[src/design/lvdc_pkg.sv]
// constants for the low-voltage detector control block
package lvdc_pkg;
  localparam logic [15:0] LVDC_CTRL_ADDR = 16'hFFBE;
  localparam logic [15:0] LVDC_LVL_ADDR = 16'hFFBF;
  localparam logic [7:0] LVDC_CTRL_RST = 8'h00;
  localparam logic [3:0] LVDC_LVL_RST = 4'h0;
  localparam int LVDC_EN_BIT = 7;
  localparam int LVDC_SRC_BIT = 2;
  localparam int LVDC_MODE_BIT = 1;
  localparam int LVDC_FLAG_BIT = 0;
  localparam int LVDC_CLK_NS = 8;
  localparam int LVDC_SETTLE_NS = 10000;
  // least time, so rounded up
  localparam int LVDC_SETTLE_CYC = (LVDC_SETTLE_NS + LVDC_CLK_NS - 1)
                                   / LVDC_CLK_NS;
  localparam int LVDC_CNT_W = 11;
endpackage : lvdc_pkg

[src/design/lvdc_sync.sv]
// two-flop synchroniser for one level
`timescale 1ns/10ps
module lvdc_sync (
  input wire logic i_clk,
  input wire logic i_rst_n,
  input wire logic i_d,
  output logic o_q
);
  logic meta_ff;
  logic q_ff;
  always_ff @(posedge i_clk or negedge i_rst_n) begin
    if (!i_rst_n) begin
      meta_ff <= 1'b0;
      q_ff <= 1'b0;
    end else begin
      meta_ff <= i_d;
      q_ff <= meta_ff;
    end
  end
  assign o_q = q_ff;
endmodule : lvdc_sync

[src/design/lvdc_top.sv]
`timescale 1ns/10ps
module lvdc_top (
  input wire logic I_MCLK,
  input wire logic I_RESET_N,
  input wire logic [15:0] I_ADDR,
  input wire logic I_WR_BYTE,
  input wire logic [7:0] I_WDATA,
  input wire logic I_WR_BIT,
  input wire logic [2:0] I_BIT_POS,
  input wire logic I_BIT_VAL,
  input wire logic I_SUPPLY_BELOW,
  input wire logic I_EXT_BELOW,
  input wire logic I_CAUSE_CLR,
  output logic [7:0] O_RDATA,
  output logic [3:0] O_SUPPLY_LEVEL,
  output logic O_CMP_ENABLE,
  output logic O_SOURCE_SEL,
  output logic O_MONITOR_RESET,
  output logic O_MONITOR_IRQ,
  output logic O_RESET_CAUSE,
  output logic O_CMP_SETTLED
);
  import lvdc_pkg::*;

  logic rst_n;
  logic supply_below;
  logic ext_below;
  logic en_ff;
  logic src_ff;
  logic mode_ff;
  logic below_ff;
  logic mon_rst_ff;
  logic irq_ff;
  logic cause_ff;
  logic settled_ff;
  logic [3:0] lvl_ff;
  logic [7:0] rdata_ff;
  logic [LVDC_CNT_W-1:0] settle_cnt_ff;

  lvdc_sync u_rst_sync (
    .i_clk(I_MCLK),
    .i_rst_n(I_RESET_N),
    .i_d(1'b1),
    .o_q(rst_n)
  );
  lvdc_sync u_sup_sync (
    .i_clk(I_MCLK),
    .i_rst_n(rst_n),
    .i_d(I_SUPPLY_BELOW),
    .o_q(supply_below)
  );
  lvdc_sync u_ext_sync (
    .i_clk(I_MCLK),
    .i_rst_n(rst_n),
    .i_d(I_EXT_BELOW),
    .o_q(ext_below)
  );

  // register writes are blocked while the detector holds the chip in reset
  wire wr_ok = !mon_rst_ff;
  wire sel_ctrl = (I_ADDR == LVDC_CTRL_ADDR);
  wire sel_lvl = (I_ADDR == LVDC_LVL_ADDR);
  wire byte_ctrl = wr_ok && I_WR_BYTE && sel_ctrl;
  wire bit_ctrl = wr_ok && I_WR_BIT && sel_ctrl;
  wire byte_lvl = wr_ok && I_WR_BYTE && sel_lvl;
  wire bit_lvl = wr_ok && I_WR_BIT && sel_lvl;

  wire nxt_en = byte_ctrl ? I_WDATA[LVDC_EN_BIT] :
                (bit_ctrl && I_BIT_POS == 3'(LVDC_EN_BIT)) ? I_BIT_VAL :
                en_ff;
  wire nxt_src = byte_ctrl ? I_WDATA[LVDC_SRC_BIT] :
                 (bit_ctrl && I_BIT_POS == 3'(LVDC_SRC_BIT)) ? I_BIT_VAL :
                 src_ff;
  wire nxt_mode = byte_ctrl ? I_WDATA[LVDC_MODE_BIT] :
                  (bit_ctrl && I_BIT_POS == 3'(LVDC_MODE_BIT)) ? I_BIT_VAL :
                  mode_ff;

  logic [3:0] lvl_bitwr;
  always_comb begin
    lvl_bitwr = lvl_ff;
    if (!I_BIT_POS[2]) begin
      lvl_bitwr[I_BIT_POS[1:0]] = I_BIT_VAL;
    end
  end
  // upper four bits of the level register are not stored
  wire [3:0] nxt_lvl = mon_rst_ff ? LVDC_LVL_RST :
                       byte_lvl ? I_WDATA[3:0] :
                       bit_lvl ? lvl_bitwr : lvl_ff;

  wire cmp_below = src_ff ? ext_below : supply_below;
  wire nxt_below = en_ff && cmp_below;
  wire nxt_mon_rst = en_ff && mode_ff && below_ff;
  wire nxt_irq = en_ff && !mode_ff && below_ff;
  wire nxt_cause = mon_rst_ff || (cause_ff && !I_CAUSE_CLR);
  wire cnt_done = (settle_cnt_ff == LVDC_CNT_W'(LVDC_SETTLE_CYC));
  wire [LVDC_CNT_W-1:0] nxt_cnt = !en_ff ? '0 :
                                  cnt_done ? settle_cnt_ff :
                                  settle_cnt_ff + 1'b1;

  wire [7:0] ctrl_rd = {en_ff, 4'h0, src_ff, mode_ff, below_ff};
  wire [7:0] nxt_rdata = sel_ctrl ? ctrl_rd :
                         sel_lvl ? {4'h0, lvl_ff} : 8'h00;

  // only the outer reset reaches en, src and mode; a detector reset keeps those but clears lvl_ff and sets cause_ff
  always_ff @(posedge I_MCLK or negedge rst_n) begin
    if (!rst_n) begin
      en_ff <= LVDC_CTRL_RST[LVDC_EN_BIT];
      src_ff <= LVDC_CTRL_RST[LVDC_SRC_BIT];
      mode_ff <= LVDC_CTRL_RST[LVDC_MODE_BIT];
      lvl_ff <= LVDC_LVL_RST;
      cause_ff <= 1'b0;
    end else begin
      en_ff <= nxt_en;
      src_ff <= nxt_src;
      mode_ff <= nxt_mode;
      lvl_ff <= nxt_lvl;
      cause_ff <= nxt_cause;
    end
  end

  // detection path needs only the system clock, so it runs in stop state
  always_ff @(posedge I_MCLK or negedge rst_n) begin
    if (!rst_n) begin
      below_ff <= 1'b0;
      mon_rst_ff <= 1'b0;
      irq_ff <= 1'b0;
      settled_ff <= 1'b0;
      settle_cnt_ff <= '0;
      rdata_ff <= 8'h00;
    end else begin
      below_ff <= nxt_below;
      mon_rst_ff <= nxt_mon_rst;
      irq_ff <= nxt_irq;
      settled_ff <= en_ff && cnt_done;
      settle_cnt_ff <= nxt_cnt;
      rdata_ff <= nxt_rdata;
    end
  end

  assign O_RDATA = rdata_ff;
  assign O_SUPPLY_LEVEL = lvl_ff;
  assign O_CMP_ENABLE = en_ff;
  assign O_SOURCE_SEL = src_ff;
  assign O_MONITOR_RESET = mon_rst_ff;
  assign O_MONITOR_IRQ = irq_ff;
  assign O_RESET_CAUSE = cause_ff;
  assign O_CMP_SETTLED = settled_ff;
endmodule : lvdc_top

[config.mk]
export PLATFORM = sky130hd
export DESIGN_NAME = lvdc_top
export DESIGN_NICKNAME = d
export VERILOG_FILES = /design/src/design/lvdc_pkg.sv /design/src/design/lvdc_sync.sv /design/src/design/lvdc_top.sv
export SDC_FILE = /design/constraint.sdc
export NUM_CORES = 1
export LEC_CHECK = 0
export BUFFER_PORTS_ARGS = -buffer_cell sky130_fd_sc_hd__buf_4
export CAP_MARGIN = 10
export CORE_ASPECT_RATIO = 1.25
export CORE_UTILIZATION = 30
export DETAILED_ROUTE_END_ITERATION = 10
export PLACE_DENSITY_LB_ADDON = 0.15
export SLEW_MARGIN = 20
export SYNTH_ARGS = -nofsm -noshare
export SYNTH_HDL_FRONTEND = slang
export SYNTH_SLANG_ARGS = --single-unit
[constraint.sdc]
create_clock -name I_MCLK -period 1.3 [get_ports I_MCLK]
set_input_delay 0 -clock I_MCLK [delete_from_list [all_inputs] [get_ports I_MCLK]]
set_output_delay 0 -clock I_MCLK [all_outputs]
set_load 0.02 [all_outputs]
==> impl_results.md <==
- Status: finished, violations left
- Failing checks: negative setup slack
- Die area: 0.00568 mm2
- Die height: ~84 um
- Switching Power: 0.497 mW
- Crit path max-delay family: simple AND/OR/NAND/NOR gates
- Setup Skew: between 9 and 10 ps
- Placed insts: roughly 280
- Core Footprint: around 0.0051 mm2
- Number of flip-flops in the largest register: 11
- Sequential power share: 43.8%
- First-pass GRT wire length: 6.64 mm
- Highest clock rate: 593 MHz
- Critical-path top delay cell: or4b_4
- Commonest cells after routing, fill and taps aside: 71 x buf_4, 32 x dfrtp_1, 11 x nor2_1
- Num rows: 29
- Dpl hpwl: approximately 2.9 mm
- Slew Limit Fails: 0
- Routed WL per cell: around 14 um
- ANT nets after route: 0
- Leakage: 1.17 nW
- Vias post-DR: between 1000 and 1500
- Syn_area_per_cell: around 10 um2
- First drt pass iteration count: 4
- CP endpoint kind: flip-flop
- Final setup margin: -386 ps
- Final std cells w/o fill: 298
- HP Class: in2async
- Dpl cell area: 0.00215 mm2
- Initial Util: 31.5%
- Area grow syn2layout: 58.1%
- Mapped Cells: 155
- Post-synth ARST share: 100%
- Worst endpoint required time: about 1500 ps
- Switching share of total power: between 20% and 30%
- H-tree Lvls: 2
- VDD IR-drop max: between 0.6 and 0.7 mV
- Comb power frac: approximately 8.3%
- Cell area after layout: ~0.0026 mm2
- Largest area contributor in the netlist: dfrtp_1
- Top FF cell, synth: dfrtp_1
- I/O pin cnt: 53
- Synthesis Warnings: 0
- Period utilisation layout: 130%
- Crit start category: flip-flop
- Final setup fails: 11
- Worst-path maximum fanout: 2
- Antenna diodes: 0
- Worst hold margin: 24.6 ps
- Layout cells sized above 1: 47.0%
- CP Cell Sequence: or4b_4, or4_4, a21oi_2, nor3_1
- Skew-Pair Late Insertion Delay: 290 ps
- I/O Buffers: between 40 and 50
- Path type of the worst setup path: reg2reg
- Final net count: roughly 270
- Die Width: roughly 68 um
- RSZ-0062 raised after global routing: yes
- Max-cap violations: 0
- CTS tree: yes
- Yosys top cell area share: between 50% and 60%
- Synthesized area: 0.00161 mm2
- Most common library cell in the layout ignoring fill and taps: buf_4
- Drt first-iter violations: 72
- Worst-path clk slew: around 70 ps
- Yosys reg bits: 34
- Post-synthesis cell type count: 43
- Design Power: 2.44 mW
- Root Buffer: clkbuf_8
- Vias in the first global route: 1522
- Setup WS pre-CTS: -385 ps
- Sequential area share after synthesis: between 50% and 60%
- TritonCTS Buffers: 5
- Fill count: 470
- Pin count of the biggest net entering global routing: 33
- Clock Path Buffers: 2
- CP arrival: around 1900 ps
- Total wire length: ~4.1 mm
- Clock power frac: ~48%
- Final Hold Viols: 0
- DR DRC count: 0
- Cell-internal power: around 1.9 mW
- Placer Congestion: slightly above 0.8
- Initial antenna violation count: 0
- Synth area leaders: dfrtp_1 53%, a21oi_1 3.4%, o21ai_0 3.4%
- Slowest stage delay, CP: roughly 540 ps
- Post-synth EDFFs: 0
- Power per Cell Area: 956 mW/mm2
- GRT Total Usage: ~15%
- Tmin final: 1690 ps
- Buf/Inv on CP: 0
- Largest register by flop count: settle_cnt_ff
- Total gr overflow: 0
- CTS Sinks: 34
- Via density per instance: 4.99
cells by family (layout without fill, tap and decap cells):
| kind of cell | Yosys count | after routing | share of synthesized area, % |
|---|---|---|---|
| flops | 34 | 34 | 52.7 |
| other cells | 2 | 4 | 0.465 |
| xor+xnor | 8 | 8 | 4.34 |
| compound gates | 33 | 33 | 12.7 |
| buf+inv | 14 | 93 | 4.42 |
| mux | 1 | 1 | 0.620 |
| simple gates | 61 | 61 | 23.2 |
| fa+ha+maj | 2 | 2 | 1.55 |
synth_stat cells (3+ instances only):
cell and instances:
dfrtp_1 34, nand3_1 4, o21ai_0 11, clkbuf_1 3
and2_1 3, nand2_1 8, nor3_1 4, and3_1 3
nor2_1 13, nand2b_1 4, xnor2_1 3, inv_1 7
buf_4 3, a21oi_1 11, nand4_1 5, xor2_1 5
timing repair:
item                                    4_1_cts  5_1_grt
hold buffers                                  4        0
endpoints found under the setup margin       13       15
gates cloned                                  0        0
resized for setup                             6       29
setup buffers                                 2        6
pin swaps                                     6       12
hold endpoints to repair                      5        0
final cells by class:
class                   instances  area (um2)  area share [%]
clock buffers                   5        68.8            2.70
inverters                       7        26.3            1.03
well taps                      62        77.6            3.04
repair buffers                 78         611            23.9
multi-input cells             109         847            33.2
clock inverters                 3        68.8            2.70
flip-flops and latches         34         853            33.4
layer usage:
metal	up-vias	share of wire, %	GRT usage, %
li1	706	-	-
met3	7	3.3	3.42
met1	742	39	17.7
met4	0	2.0	6.96
met5	-	0	0
met2	31	56	26.5
path summary, 6_finish.rpt:
check / startpoint / end / slack (ps) / depth (start not counted)
max: O_MONITOR_RESET / O_SUPPLY_LEVEL[1] / -390 / 4
min: I_RESET_N / u_rst_sync.o_q / 20 / 2
max reg2reg: O_MONITOR_RESET / O_SUPPLY_LEVEL[1] / -390 / 4
min reg2reg: u_rst_sync.o_q / settle_cnt_ff[2] / 270 / 1
max in group asynchronous: u_rst_sync.o_q / O_MONITOR_RESET / 710 / 1
min in group I_MCLK: I_WDATA[7] / O_CMP_ENABLE / 20 / 3
power by group through the flow:
| stage | Combinational [mW] | Sequential, mW | Clock [mW] |
|---|---|---|---|
| final | 0.202 | 1.07 | 1.17 |
| after global placement | 0.171 | 1.09 | 0 |
| after CTS | 0.187 | 1.07 | 1.20 |
| after global routing | 0.221 | 1.07 | 1.24 |
| after floorplan | 0.0608 | 1.10 | 0 |
| after detailed placement | 0.175 | 1.09 | 0 |
through the flow:
step | utilization, % | setup TNS, ps
final | 49.9 | -1830
after global routing | 49.9 | -2630
after CTS | 46.4 | -1370
after detailed placement | 42.0 | -1720
after global placement | 42.0 | -1510
after floorplan | - | -1410
No activity file was read; power rests on OpenSTA's default activity.
